--- src/common/spime_pkg.sv ---
/*
 * constants shared by the serial peripheral unit and its receive fifo.
 * assumes nothing beyond a single core clock.
 */
package spime_pkg;
    // ----------------------------------------
    // data and chip select layout
    // ----------------------------------------
    localparam int DATA_W = 8;
    localparam int NUM_CS = 4;
    localparam int BAUD_W = 8;
    localparam int FIFO_DEPTH = 4;
    localparam int CNT_W = 3;
    // ----------------------------------------
    // field positions in a per chip select config word
    // ----------------------------------------
    localparam int CFG_W = 16;
    localparam int CFG_CPOL_BIT = 0;
    localparam int CFG_CPHA_BIT = 1;
    localparam int CFG_INACTIVE_AFTER_BIT = 2;
    localparam int CFG_BAUD_LSB = 8;
    // ----------------------------------------
    // reset value, divisor one and last bit index
    // ----------------------------------------
    localparam logic [DATA_W-1:0] RX_RESET = 8'h00;
    localparam logic [BAUD_W-1:0] BAUD_ONE = 8'h01;
    localparam logic [CNT_W-1:0] BIT_LAST = 3'h7;
    // ----------------------------------------
    // states
    // ----------------------------------------
    typedef enum logic [2:0] {
        SPIME_IDLE = 3'b001,
        SPIME_MXFER = 3'b010,
        SPIME_SXFER = 3'b100
    } spime_state_t;
endpackage

--- src/logic/spime_fifo.sv ---
/*
 * small synchronous fifo with valid/ready on both sides.
 * assumes one clock and an active low asynchronous reset.
 */
`timescale 1ns/100ps
module spime_fifo #(
    parameter int WIDTH = 8,
    parameter int DEPTH = 4
) (
    // clock and reset
    input wire logic core_clk_in,
    input wire logic arst_n_in,
    input wire logic flush_in,
    // fill side
    input wire logic in_valid_in,
    input wire logic [WIDTH-1:0] in_data_in,
    output logic in_ready_out,
    // drain side
    output logic out_valid_out,
    output logic [WIDTH-1:0] out_data_out,
    input wire logic out_ready_in
);
    localparam int AW = $clog2(DEPTH);
    logic [WIDTH-1:0] mem_q [DEPTH];
    logic [AW-1:0] wr_q, wr_d, rd_q, rd_d;
    logic [AW:0] cnt_q, cnt_d;
    logic [WIDTH-1:0] dout_q, dout_d;
    logic push, pop;

    // ----------------------------------------
    // pointer and count update
    // ----------------------------------------
    always_comb begin
        push = in_valid_in && (cnt_q != (AW+1)'(DEPTH));
        pop = out_ready_in && (cnt_q != '0);
        wr_d = push ? wr_q + 1'b1 : wr_q;
        rd_d = pop ? rd_q + 1'b1 : rd_q;
        cnt_d = cnt_q + (AW+1)'(push) - (AW+1)'(pop);
        dout_d = mem_q[rd_d];
        if (flush_in) begin
            wr_d = '0;
            rd_d = '0;
            cnt_d = '0;
        end
    end

    always_ff @(posedge core_clk_in or negedge arst_n_in) begin
        if (!arst_n_in) begin
            wr_q <= '0;
            rd_q <= '0;
            cnt_q <= '0;
        end else begin
            wr_q <= wr_d;
            rd_q <= rd_d;
            cnt_q <= cnt_d;
        end
    end

    // storage has no reset; read data leaves a register
    always_ff @(posedge core_clk_in) begin
        if (push) begin
            mem_q[wr_q] <= in_data_in;
        end
        dout_q <= (push && wr_q == rd_d) ? in_data_in : dout_d;
    end

    assign in_ready_out = cnt_q != (AW+1)'(DEPTH);
    assign out_valid_out = cnt_q != '0;
    assign out_data_out = dout_q;
endmodule

--- src/logic/spime_core.sv ---
/*
 * serial peripheral unit, master or slave, with its documented defects.
 * assumes spi pins and control ports synchronous to core_clk_in.
 */
`timescale 1ns/100ps
module spime_core #(
    parameter int DATA_W = spime_pkg::DATA_W,
    parameter int NUM_CS = spime_pkg::NUM_CS
) (
    // clock and reset
    input wire logic core_clk_in,
    input wire logic arst_n_in,
    input wire logic soft_reset_in,
    // control
    input wire logic enable_in,
    input wire logic disable_in,
    input wire logic master_mode_in,
    input wire logic clock_predivide_select_in,
    input wire logic [1:0] cs_select_in,
    input wire logic [spime_pkg::CFG_W*NUM_CS-1:0] per_chip_select_config_regs_in,
    // transmit holding
    input wire logic tx_write_in,
    input wire logic [DATA_W-1:0] tx_data_in,
    output logic tx_empty_out,
    // receive side
    input wire logic receive_holding_read_in,
    output logic [DATA_W-1:0] receive_holding_register_out,
    output logic receive_ready_flag_out,
    output logic enabled_out,
    // spi pins
    output logic sck_out,
    output logic sck_oe_n_out,
    output logic mosi_out,
    output logic miso_out,
    output logic [NUM_CS-1:0] cs_n_out,
    input wire logic sck_in,
    input wire logic mosi_in,
    input wire logic ss_n_in
);
    localparam int BW = spime_pkg::BAUD_W;

    function automatic logic [BW-1:0] baud_of(input logic [spime_pkg::CFG_W-1:0] cfg);
        baud_of = cfg[spime_pkg::CFG_BAUD_LSB +: BW];
    endfunction

    logic [spime_pkg::CFG_W-1:0] cfg;
    logic [NUM_CS-1:0] is_one;
    genvar g;
    generate
        for (g = 0; g < NUM_CS; g++) begin : g_one
            assign is_one[g] = baud_of(per_chip_select_config_regs_in[g*spime_pkg::CFG_W +:
                spime_pkg::CFG_W]) == spime_pkg::BAUD_ONE;
        end
    endgenerate
    assign cfg = per_chip_select_config_regs_in[cs_select_in*spime_pkg::CFG_W +: spime_pkg::CFG_W];

    spime_pkg::spime_state_t st_q, st_d;
    logic en_q, en_d, slave_q, slave_d;
    logic [BW-1:0] div_q, div_d;
    logic [spime_pkg::CNT_W-1:0] bit_q, bit_d;
    logic [DATA_W-1:0] sh_q, sh_d, tx_q, tx_d;
    logic txf_q, txf_d;
    logic sck_q, sck_d, sckp_q, sckp_d, cpolp_q, cpolp_d, glitch_q, glitch_d, extra_q, extra_d;
    logic [NUM_CS-1:0] cs_q, cs_d;
    logic [DATA_W-1:0] rh_q;
    logic rxf_push, rxf_ready, rxf_valid, rxf_pop;
    logic [DATA_W-1:0] rxf_data;
    logic [DATA_W-1:0] rx_word;
    logic cpol, cpha, tick, s_edge, s_lead;

    // ----------------------------------------
    // next state
    // ----------------------------------------
    always_comb begin
        cpol = cfg[spime_pkg::CFG_CPOL_BIT];
        cpha = cfg[spime_pkg::CFG_CPHA_BIT];
        st_d = st_q;
        en_d = en_q;
        slave_d = slave_q;
        div_d = div_q;
        bit_d = bit_q;
        sh_d = sh_q;
        tx_d = tx_q;
        txf_d = txf_q;
        sck_d = sck_q;
        sckp_d = sck_in;
        cpolp_d = cpol;
        glitch_d = 1'b0;
        extra_d = 1'b0;
        cs_d = cs_q;
        rxf_push = 1'b0;
        // the finished character, taken before the shifter reloads
        rx_word = {sh_q[DATA_W-2:0], mosi_in};
        tick = 1'b0;
        s_edge = (sck_in != sckp_q) && !ss_n_in && slave_q && en_q;
        s_lead = s_edge && ((sck_in ^ cpol) == 1'b1);
        if (enable_in) begin
            en_d = 1'b1;
            slave_d = !master_mode_in;
            glitch_d = !master_mode_in;
        end
        // disable has no effect in slave
        if (disable_in && !slave_q) begin
            en_d = 1'b0;
        end
        // cpol change in slave glitches too
        if (slave_q && en_q && cpol != cpolp_q) begin
            glitch_d = 1'b1;
        end
        if (tx_write_in) begin
            tx_d = tx_data_in;
            txf_d = 1'b1;
        end
        // predivide one halves the divisor wrongly
        if (div_q == '0) begin
            tick = 1'b1;
            div_d = clock_predivide_select_in ? (baud_of(cfg) >> 1) : baud_of(cfg) - 1'b1;
        end else begin
            div_d = div_q - 1'b1;
        end
        case (st_q)
            spime_pkg::SPIME_IDLE: begin
                sck_d = cpol;
                cs_d = '1;
                if (en_q && !slave_q && txf_q && tick) begin
                    sh_d = tx_q;
                    txf_d = tx_write_in;
                    bit_d = '0;
                    cs_d = ~(NUM_CS'(1) << cs_select_in);
                    // with cpol 1 and cpha 0, divisor one on some but not all selects adds one sck pulse
                    extra_d = cpol && !cpha && (|is_one) && !(&is_one);
                    st_d = spime_pkg::SPIME_MXFER;
                end else if (en_q && slave_q && !ss_n_in) begin
                    sh_d = tx_q;
                    txf_d = tx_write_in;
                    bit_d = '0;
                    st_d = spime_pkg::SPIME_SXFER;
                end
            end
            spime_pkg::SPIME_MXFER: begin
                if (tick) begin
                    sck_d = !sck_q;
                    if ((sck_q ^ cpol) == 1'b1) begin
                        sh_d = {sh_q[DATA_W-2:0], mosi_in};
                        bit_d = bit_q + 1'b1;
                        if (bit_q == spime_pkg::BIT_LAST) begin
                            rxf_push = 1'b1;
                            st_d = spime_pkg::SPIME_IDLE;
                        end
                    end
                end
            end
            spime_pkg::SPIME_SXFER: begin
                if (s_lead) begin
                    sh_d = {sh_q[DATA_W-2:0], mosi_in};
                    bit_d = bit_q + 1'b1;
                    if (bit_q == spime_pkg::BIT_LAST) begin
                        rxf_push = 1'b1;
                        sh_d = tx_q;
                        txf_d = tx_write_in;
                    end
                end
                if (ss_n_in) begin
                    st_d = spime_pkg::SPIME_IDLE;
                end
            end
            default: st_d = spime_pkg::SPIME_IDLE;
        endcase
    end

    always_ff @(posedge core_clk_in or negedge arst_n_in) begin
        if (!arst_n_in) begin
            st_q <= spime_pkg::SPIME_IDLE;
            en_q <= 1'b0;
            slave_q <= 1'b0;
            div_q <= '0;
            bit_q <= '0;
            sh_q <= '0;
            tx_q <= '0;
            txf_q <= 1'b0;
            sck_q <= 1'b0;
            sckp_q <= 1'b0;
            cpolp_q <= 1'b0;
            glitch_q <= 1'b0;
            extra_q <= 1'b0;
            cs_q <= '1;
        end else if (soft_reset_in) begin
            // soft reset is the only slave stop
            st_q <= spime_pkg::SPIME_IDLE;
            en_q <= 1'b0;
            slave_q <= 1'b0;
            div_q <= '0;
            bit_q <= '0;
            txf_q <= 1'b0;
            glitch_q <= 1'b0;
            extra_q <= 1'b0;
            cs_q <= '1;
        end else begin
            st_q <= st_d;
            en_q <= en_d;
            slave_q <= slave_d;
            div_q <= div_d;
            bit_q <= bit_d;
            sh_q <= sh_d;
            tx_q <= tx_d;
            txf_q <= txf_d;
            sck_q <= sck_d;
            sckp_q <= sckp_d;
            cpolp_q <= cpolp_d;
            glitch_q <= glitch_d;
            extra_q <= extra_d;
            cs_q <= cs_d;
        end
    end

    // ----------------------------------------
    // receive fifo and holding register
    // ----------------------------------------
    // fifo full stalls nothing: a full fifo drops the character, as in the part
    spime_fifo #(
        .WIDTH(DATA_W),
        .DEPTH(spime_pkg::FIFO_DEPTH)
    ) u_rx_fifo (
        .core_clk_in(core_clk_in),
        .arst_n_in(arst_n_in),
        .flush_in(soft_reset_in),
        .in_valid_in(rxf_push),
        .in_data_in(rx_word),
        .in_ready_out(rxf_ready),
        .out_valid_out(rxf_valid),
        .out_data_out(rxf_data),
        .out_ready_in(rxf_pop)
    );
    assign rxf_pop = rxf_valid && (!receive_ready_flag_out || receive_holding_read_in);

    always_ff @(posedge core_clk_in or negedge arst_n_in) begin
        if (!arst_n_in) begin
            rh_q <= spime_pkg::RX_RESET;
            receive_ready_flag_out <= 1'b0;
        end else if (soft_reset_in) begin
            // soft reset drops a stale ready so the unit restarts clean
            receive_ready_flag_out <= 1'b0;
        end else begin
            if (rxf_pop) begin
                rh_q <= rxf_data;
            end
            // set wins over clear; glitch sets it too
            receive_ready_flag_out <= rxf_pop || glitch_q ||
                (receive_ready_flag_out && !receive_holding_read_in);
        end
    end

    // ----------------------------------------
    // registered outputs
    // ----------------------------------------
    always_ff @(posedge core_clk_in or negedge arst_n_in) begin
        if (!arst_n_in) begin
            sck_out <= 1'b0;
            sck_oe_n_out <= 1'b1;
            mosi_out <= 1'b0;
            miso_out <= 1'b0;
            cs_n_out <= '1;
            tx_empty_out <= 1'b1;
            enabled_out <= 1'b0;
        end else begin
            // extra pulse on pin only
            // inverting the pin, not sck_q, keeps the bit timing intact
            sck_out <= extra_q ? !sck_q : sck_q;
            sck_oe_n_out <= !(en_q && !slave_q);
            mosi_out <= sh_q[DATA_W-1];
            miso_out <= sh_q[DATA_W-1];
            cs_n_out <= cs_q;
            tx_empty_out <= !txf_q;
            enabled_out <= en_q;
        end
    end
    assign receive_holding_register_out = rh_q;
    logic unused;
    assign unused = rxf_ready;
endmodule

--- config.mk ---
export PLATFORM = sky130hd
export DESIGN_NAME = spime_core
export DESIGN_NICKNAME = d
export VERILOG_FILES = /design/src/common/spime_pkg.sv /design/src/logic/spime_fifo.sv /design/src/logic/spime_core.sv
export SDC_FILE = /design/constraint.sdc
export NUM_CORES = 1
export LEC_CHECK = 0
export BUFFER_PORTS_ARGS = -buffer_cell sky130_fd_sc_hd__buf_2
export CORE_ASPECT_RATIO = 2
export CORE_MARGIN = 8
export CORE_UTILIZATION = 44
export DETAILED_ROUTE_END_ITERATION = 7
export PLACE_DENSITY = 0.66
export SYNTH_ARGS = -nofsm -noshare
export SYNTH_HDL_FRONTEND = slang
export SYNTH_SLANG_ARGS = --single-unit
--- constraint.sdc ---
create_clock -name core_clk_in -period 5.3 [get_ports core_clk_in]
set_clock_uncertainty 0.1 [all_clocks]
set_input_delay 1.06 -clock core_clk_in [delete_from_list [all_inputs] [get_ports core_clk_in]]
set_output_delay 1.06 -clock core_clk_in [all_outputs]
set_load 0.02 [all_outputs]
==> run_results.csv, run 1 <==
group,metric,value,unit
finish,stdcell_area,6200,µm²
finish,syn2layout_area_growth,15.2,%
synth,syn_area,5380,µm²
worst_setup_path,critPathBufInv,2,
clock_network,clk_pin_slew,0.07,ns
synth,syn-instance-count,438,
placed_design,dpl.cell_count,646,
placed_design,dpl_cell_area,5880,µm²
synth,synth_top_area_cell,"dfrtp_1",
global_routing,grt_remaining_overflow,0,
placed_design,finalWeightedCongestion,0.841,
finish,drive_gt1_share,33.8,%
die,ios,105,
worst_setup_path,path_class,"in -> reg",
worst_setup_path,cp_top_family,"multiplexers",
detailed_routing,firstDrtPassIters,4,
clock_network,clock-sinks,107,
die,fp.dieW,94.2,µm
detailed_routing,drcViolationCount,0,
worst_setup_path,cp-start-kind,"input port",
run,drv_cap,0,
synth,syn_area_per_cell,12.3,µm²
finish,antennaDiodeCount,0,
clock_network,post_cts_buffers,0,
synth,synth-edff-count,32,
detailed_routing,drt-wirelength-per-cell,17.9,µm
synth,synth_commonest_cells,"dfrtp_1 (56), mux2_2 (41), nor2_1 (36)",
sta,finalMaxSlewViolations,0,
finish,final_core_util,51.4,%
clock_network,cts_inserted_buffers,9,
synth,synth_top_area_share,26.0,%
worst_setup_path,crit_arrival,3.65,ns
detailed_routing,drtAntennaViolNets,0,
die,fp-row-count,57,
placed_design,dp_hpwl,9000,µm
worst_setup_path,slowest_delay,0.67,ns
synth,yosysSeqAreaShare,52.3,%
placed_design,portBuffers,80,
power,p_per_area,334,nW/µm²
die,die_height,172,µm
global_routing,grt_use_total,15.4,%
sta,setup_ws,1.75,ns
clock_network,clkLatencyLatePin,0.35,ns
placed_design,dp_slack,1.36,ns
synth,synth_area_leaders,"dfrtp_1 (26%), edfxtp_1 (18%), mux2_2 (8.6%)",
worst_setup_path,cp-end-kind,"register",
synth,async_flop_share,62.6,%
synth,synthesis.nets,536,
synth,yosysMostFrequentCell,"dfrtp_1",
sta,setup_viol,0,
sta,setup_tns,0,ns
die,start_util,44.6,%
detailed_routing,via_per_inst,5.62,
sta,min_period_over_period,67.0,%
detailed_routing,vias,3723,
synth,synth_cell_types,68,
clock_network,cts_buffer_depth,2,
worst_setup_path,crit_chain,"buf_2 > mux4_2 > xor2_2 > nand4_1 > a21boi_2 > ha_1 > inv_1 > fa_1 > xnor2_1 > nor2_1",
detailed_routing,totalWireLength,11800,µm
sta,slew_headroom,40.4,%
detailed_routing,drt_iter0_drc,134,
finish,num-nets-final,608,
sta,hold_viol,0,
sta,tightestPinTransition,0.893,ns
worst_setup_path,critPathRequiredTime,5.40,ns
worst_setup_path,crit_path_top_delay_cell,"mux4_2",
power,ir_drop,0.000196,V
die,coreArea,12100,µm²
die,die-area,16200,µm²
clock_network,cts-resized-gates,0,
sta,period_minus_slack,3.55,ns
clock_network,postCtsHoldBufs,0,
global_routing,grt_first_pass_wirelength,19500,µm
sta,rsz0062_at_grt,"false",
worst_setup_path,cp_max_fo,13,
sta,whs,0.268,ns
global_routing,antenna_found_initial,0,
worst_hold_path,hold_class,"reg -> reg",
synth,synth-seq-cells,107,
power,power.total,2.07,mW
clock_network,htree_levels,3,
sta,fmax,281,MHz
clock_network,cts_root_buf,"clkbuf_16",
status,status,"complete, no violations",
synth,ys_warn_count,0,
power,p_leak,2.58,nW
synth,synthFlopType,"dfrtp_1",
finish,stdcell_count,662,
global_routing,grt_pass1_vias,4123,
clock_network,cts_tree,"done",
global_routing,grt_max_degree,68,
power breakdown:
| part | leakage (nW) | total (mW) | internal, mW | switching (mW) |
|---|---|---|---|---|
| registers | 1.21 | 1.04 | 0.955 | 0.0844 |
| clock network | 0.153 | 0.674 | 0.341 | 0.333 |
| logic | 1.22 | 0.356 | 0.163 | 0.193 |
| total | 2.58 | 2.07 | 1.46 | 0.611 |
area by class of cell:
class	instances	area, µm²
Clock buffer	9	225
Clock inverter	7	93.8
Fill cell	1046	5850
Inverter	16	60.1
Multi-Input combinational cell	293	2400
Sequential cell	107	2810
Tap cell	147	184
Timing Repair Buffer	83	423
layout by cell type, fill, tap and decap left out, types with 10 or more instances in the layout:
cell type  netlist  final
a211oi_1        10     10
buf_2            4     80
dfrtp_1         56     56
dfstp_2         11     11
edfxtp_1        32     32
ha_1            11     11
inv_1           16     16
mux2_2          41     41
mux2i_1         10     10
nand2_1         21     21
nand2b_1        10     10
nor2_1          36     36
nor3_1          13     13
o21ai_0         14     14
sequential cells by signal, indices dropped and copies added (netlist names), 2 cells and up:
signal	flops
u_rx_fifo.mem_q	32
div_q	8
receive_holding_register_out	8
sh_q	8
tx_q	8
u_rx_fifo.out_data_out	8
cs_n_out	4
cs_q	4
bit_q	3
st_q	3
u_rx_fifo.cnt_q	3
u_rx_fifo.rd_q	2
u_rx_fifo.wr_q	2
routing by layer:
layer	track usage, %	wire [µm]	up-vias
met2	29.4	6760	110
li1	-	-	1762
met1	14.6	4280	1829
met5	0	0	-
met4	8.62	373	0
met3	2.70	413	22
worst register-to-register path, delay by kind of cell (launching register included):
family	cells	cell delay, ns
buffers and inverters	1	0.12
AOI/OAI and AO/OA	2	1.17
DFF	1	0.41
and+or+nand+nor	2	0.86
adders and majority gates	1	0.20
muxes	1	0.39
worst paths after layout:
| path | startpoint | endpoint | slack (ns) | cells after the start |
|---|---|---|---|---|
| min in group asynchronous | arst_n_in | receive_ready_flag_out | 0.81 | 2 |
| worst min-delay path | cs_q[1] | cs_n_out[1] | 0.27 | 0 |
| worst max-delay path | cs_select_in[0] | u_rx_fifo.cnt_q[2] | 1.75 | 10 |
| max in group asynchronous | arst_n_in | u_rx_fifo.wr_q[1] | 3.71 | 2 |
| worst max register to register | div_q[0] | u_rx_fifo.out_data_out[1] | 1.94 | 7 |
| worst min register to register | cs_q[1] | cs_n_out[1] | 0.27 | 0 |
cell families (layout without fill, tap and decap cells):
family,Yosys count,count (layout),share of synthesized area (%)
and+or+nand+nor,135,135,14.0
DFF,107,107,52.3
AOI/OAI and AO/OA,66,66,9.28
muxes,61,61,14.8
buffers and inverters,38,115,3.09
xor gates and xnor gates,19,19,3.72
adders and majority gates,12,12,2.93
(Power assumes the default switching activity.)
==> run 2: changes to the inputs <==
- PLACE_DENSITY: 0.66 -> 0.68
- clock period: 5.3 -> 3.1 ns (I/O delays scaled with it)
==> run_results.csv, run 2 (synthesized netlist as in run 1, its figures left out) <==
group,metric,value,unit
detailed_routing,firstDrtPassIters,4,
finish,final_common_cell,"buf_2",
sta,period_minus_slack,2.73,ns
worst_setup_path,worst-path-stages,12,
clock_network,cts_buffer_depth,2,
global_routing,gr-usage-met1,13.7,%
die,die_height,172,µm
clock_network,postCtsHoldBufs,0,
global_routing,met3_usage,2.70,%
worst_setup_path,cp-end-kind,"register",
detailed_routing,drt_iter0_drc,123,
worst_setup_path,cp_max_fo,7,
worst_setup_path,critPathBufInv,3,
finish,final_core_util,52.6,%
run,drv_cap,0,
worst_setup_path,reg2reg_depth,12,
finish,antennaDiodeCount,0,
finish,syn2layout_area_growth,17.8,%
power,ir_drop,0.000331,V
placed_design,finalWeightedCongestion,0.895,
clock_network,cts_tree,"done",
finish,seq_area,2810,µm²
power,p_per_area,558,nW/µm²
sta,tightestPinTransition,0.907,ns
detailed_routing,drt-wirelength-per-cell,17.6,µm
global_routing,antenna_found_initial,0,
clock_network,clkLatencyLatePin,0.34,ns
sta,setup_viol,0,
sta,min_period_over_period,88.1,%
die,fp-row-count,57,
worst_setup_path,rr_startpoint,"div_q[0]",
worst_setup_path,critPathRequiredTime,3.23,ns
die,start_util,44.6,%
worst_setup_path,crit_chain,"inv_1 > ha_1 > nor3b_1 > buf_4 > and2_1 > nand4_1 > a21boi_2 > ha_1 > inv_1 > fa_1 > xnor2_1 > nor2_1",
global_routing,grt_use_met2,30.7,%
power,combPwrFrac,18.3,%
clock_network,clk_pin_slew,0.07,ns
detailed_routing,vias,3802,
global_routing,grt_use_total,15.4,%
worst_setup_path,path_class,"reg -> reg",
finish,multiInputGateArea,2400,µm²
worst_setup_path,crit_path_top_delay_cell,"dfrtp_1",
global_routing,grt_first_pass_wirelength,19500,µm
clock_network,cts-resized-gates,0,
worst_setup_path,slowest_delay,0.40,ns
power,net-switching-power,1.03,mW
finish,final_cell_mix,"buf_2 (80), dfrtp_1 (56), mux2_2 (41)",
sta,hold_viol,0,
die,fp.dieW,94.2,µm
sta,rsz0062_at_grt,"false",
power,swShare,29.2,%
worst_setup_path,cp_top_family,"simple AND/OR/NAND/NOR gates",
clock_network,htree_levels,3,
placed_design,dp_hpwl,9580,µm
power,power.total,3.54,mW
status,status,"complete, no violations",
detailed_routing,drtAntennaViolNets,0,
clock_network,post_cts_buffers,0,
finish,regMostFlops,"u_rx_fifo.mem_q",
power,internal-power,2.50,mW
clock_network,clock-sinks,107,
sta,whs,0.148,ns
detailed_routing,totalWireLength,12000,µm
worst_setup_path,regToRegSetupSlack,0.37,ns
finish,final.fill_count,1069,
worst_setup_path,timing.rr.end,"u_rx_fifo.cnt_q[2]",
global_routing,grt_max_degree,26,
placed_design,portBuffers,80,
finish,num-nets-final,626,
sta,finalMaxSlewViolations,0,
worst_hold_path,hold_class,"in -> async",
sta,fmax,366,MHz
global_routing,grt_remaining_overflow,0,
power,pwr-share-seq,50.2,%
finish,drive_gt1_share,35.8,%
clock_network,cts_inserted_buffers,9,
sta,setup_tns,0,ns
global_routing,top_usage_layer,"met2",
die,ios,105,
worst_setup_path,crit_arrival,2.86,ns
global_routing,grt_pass1_vias,4220,
detailed_routing,drcViolationCount,0,
detailed_routing,via_per_inst,5.59,
die,die-area,16200,µm²
power,p_leak,2.66,nW
die,coreArea,12100,µm²
sta,slew_headroom,39.4,%
worst_setup_path,cp-start-kind,"register",
power,clkPwrFrac,31.5,%
clock_network,cts_root_buf,"clkbuf_16",
finish,largest_reg_flops,32,
[run 2: stage by stage]
step / cells / setup slack (ns) / area (µm²)
final: 680 / 0.369 / 6340
after global routing: 680 / 0.163 / 6340
after CTS: 680 / 0.346 / 6340
after detailed placement: 664 / 0.190 / 6040
after global placement: 664 / 0.184 / 6040
after floorplan: 438 / 0.257 / 5380
[run 2: how the worst max path moves through the flow]
stage	endpoint	startpoint	slack, ns
global route	u_rx_fifo.cnt_q[2]	div_q[0]	0.16
detailed placement	u_rx_fifo.cnt_q[2]	cs_select_in[0]	0.19
finish	u_rx_fifo.cnt_q[2]	div_q[0]	0.37
CTS	u_rx_fifo.cnt_q[2]	div_q[2]	0.35
floorplan	u_rx_fifo.cnt_q[2]	cs_select_in[0]	0.26
global placement	u_rx_fifo.cnt_q[2]	cs_select_in[0]	0.18
[run 2: final cells by class]
class | count | area share (%)
clock inverters | 7 | 1.14
well taps | 147 | 2.90
repair buffers | 101 | 9.20
flip-flops and latches | 107 | 44.4
inverters | 16 | 0.947
multi-input cells | 293 | 37.9
clock buffers | 9 | 3.55
[run 2: power by group through the flow]
stage	clock network, mW	logic [mW]	registers [mW]
after global routing	1.19	0.715	1.80
after floorplan	0	0.438	1.77
after global placement	0	0.631	1.79
final	1.11	0.647	1.77
after detailed placement	0	0.649	1.80
after CTS	1.14	0.654	1.78
[run 2: worst register-to-register path: stages (launching register included)]
cell and delay [ns]:
dfrtp_1 0.40, inv_1 0.11, ha_1 0.16, nor3b_1 0.19, buf_4 0.17, and2_1 0.30
nand4_1 0.20, a21boi_2 0.20, ha_1 0.16, inv_1 0.05, fa_1 0.37, xnor2_1 0.16
nor2_1 0.05
[run 2: routing by layer]
| layer | vias up | routed length (µm) |
|---|---|---|
| li1 | 1806 | - |
| met4 | 0 | 396 |
| met2 | 97 | 7050 |
| met1 | 1876 | 4080 |
| met3 | 23 | 456 |
| met5 | - | 0 |
==> run 3: changes to the inputs <==
- CORE_MARGIN: 8 -> default
==> run_results.csv, run 3 (synthesized netlist as in run 1, its figures left out) <==
group,metric,value,unit
status,status,"complete, no violations",
die,ios,105,
clock_network,clk_pin_slew,0.08,ns
detailed_routing,drtAntennaViolNets,0,
placed_design,dp_slack,0.104,ns
die,start_util,45.4,%
global_routing,grt_pass1_vias,3904,
power,p_leak,2.68,nW
clock_network,cts_tree,"done",
finish,num-nets-final,627,
die,die_height,158,µm
detailed_routing,drt_iter0_drc,176,
clock_network,post_cts_buffers,0,
detailed_routing,vias,3826,
sta,setup_viol,0,
sta,period_minus_slack,2.77,ns
finish,final_cell_mix,"buf_2 (80), dfrtp_1 (56), mux2_2 (41)",
clock_network,clkLatencyLatePin,0.35,ns
power,ir_drop,0.000365,V
finish,final.fill_count,1044,
placed_design,dp_hpwl,9100,µm
placed_design,dpl_cell_area,6030,µm²
sta,slew_headroom,46.4,%
finish,drive_gt1_share,36.1,%
worst_setup_path,crit_arrival,2.91,ns
sta,setup_tns,0,ns
finish,stdcell_count,679,
placed_design,finalWeightedCongestion,0.952,
clock_network,htree_levels,3,
finish,regMostFlops,"u_rx_fifo.mem_q",
placed_design,dpl.cell_count,663,
sta,tightestPinTransition,0.802,ns
sta,min_period_over_period,89.2,%
global_routing,grt_max_degree,27,
die,fp-row-count,56,
worst_hold_path,hold_class,"in -> async",
sta,fmax,362,MHz
finish,syn2layout_area_growth,18.0,%
sta,rsz0062_at_grt,"false",
clock_network,cts_buffer_depth,2,
finish,seq_area,2810,µm²
run,drv_cap,0,
finish,stdcell_area,6350,µm²
clock_network,cts_inserted_buffers,9,
finish,largest_reg_flops,32,
global_routing,grt_use_total,19.8,%
clock_network,cts_root_buf,"clkbuf_16",
finish,final_core_util,53.6,%
global_routing,grt_remaining_overflow,0,
die,coreArea,11800,µm²
power,power.total,3.59,mW
clock_network,postCtsHoldBufs,0,
global_routing,grt_first_pass_wirelength,18600,µm
die,die-area,12700,µm²
sta,finalMaxSlewViolations,0,
worst_setup_path,cp-end-kind,"register",
die,fp.dieW,80.2,µm
detailed_routing,drt-wirelength-per-cell,17.2,µm
sta,setup_ws,0.334,ns
worst_setup_path,cp_max_fo,8,
clock_network,clock-sinks,107,
detailed_routing,totalWireLength,11700,µm
sta,hold_viol,0,
worst_setup_path,path_class,"reg -> reg",
power,p_per_area,566,nW/µm²
worst_setup_path,critPathRequiredTime,3.24,ns
placed_design,portBuffers,80,
clock_network,cts-resized-gates,0,
worst_setup_path,cp-start-kind,"register",
finish,multiInputGateArea,2400,µm²
finish,antennaDiodeCount,0,
detailed_routing,firstDrtPassIters,4,
global_routing,antenna_found_initial,0,
finish,final_common_cell,"buf_2",
sta,whs,0.156,ns
detailed_routing,drcViolationCount,0,
detailed_routing,via_per_inst,5.63,
run 3: final timing paths:
kind                       cells after the start  slack, ns                         to       from
setup / recovery                              11       0.33  u_rx_fifo.out_data_out[5]   div_q[0]
hold / removal                                 1       0.16     receive_ready_flag_out  arst_n_in
setup reg to reg                              11       0.33  u_rx_fifo.out_data_out[5]   div_q[0]
hold reg to reg                                0       0.27                cs_n_out[2]    cs_q[2]
max in group asynchronous                      2       1.95                cs_n_out[3]  arst_n_in
min in group core_clk_in                       0       0.27                cs_n_out[2]    cs_q[2]
run 3: per-layer routing:
metal	vias to the layer above	wire [µm]	GRT usage (%)	part of all wire (%)
li1	1798	-	-	-
met1	1912	3970	18.2	34
met2	96	7090	40.5	61
met3	20	294	3.32	2.5
met4	0	308	8.42	2.6
met5	-	0	0	0
run 3: area by class of cell:
cell class	count	share of cell area [%]
Sequential cell	107	44.3
Multi-Input combinational cell	293	37.8
Timing Repair Buffer	102	9.11
Inverter	16	0.946
Tap cell	145	2.86
Clock buffer	9	3.55
Clock inverter	7	1.40
run 3: worst max-delay path: stages (launching register included):
cell,delay [ns]
dfrtp_1,0.41
inv_1,0.11
ha_1,0.18
nor3b_1,0.19
buf_4,0.16
and2_1,0.31
nand4_1,0.14
o311ai_0,0.18
buf_4,0.20
o211a_1,0.20
buf_12,0.14
mux2_2,0.34
run 3: where the power goes:
part / internal [mW] / switching [mW] / total [mW]
logic: 0.304 / 0.349 / 0.653
clock network: 0.585 / 0.576 / 1.16
registers: 1.63 / 0.148 / 1.78
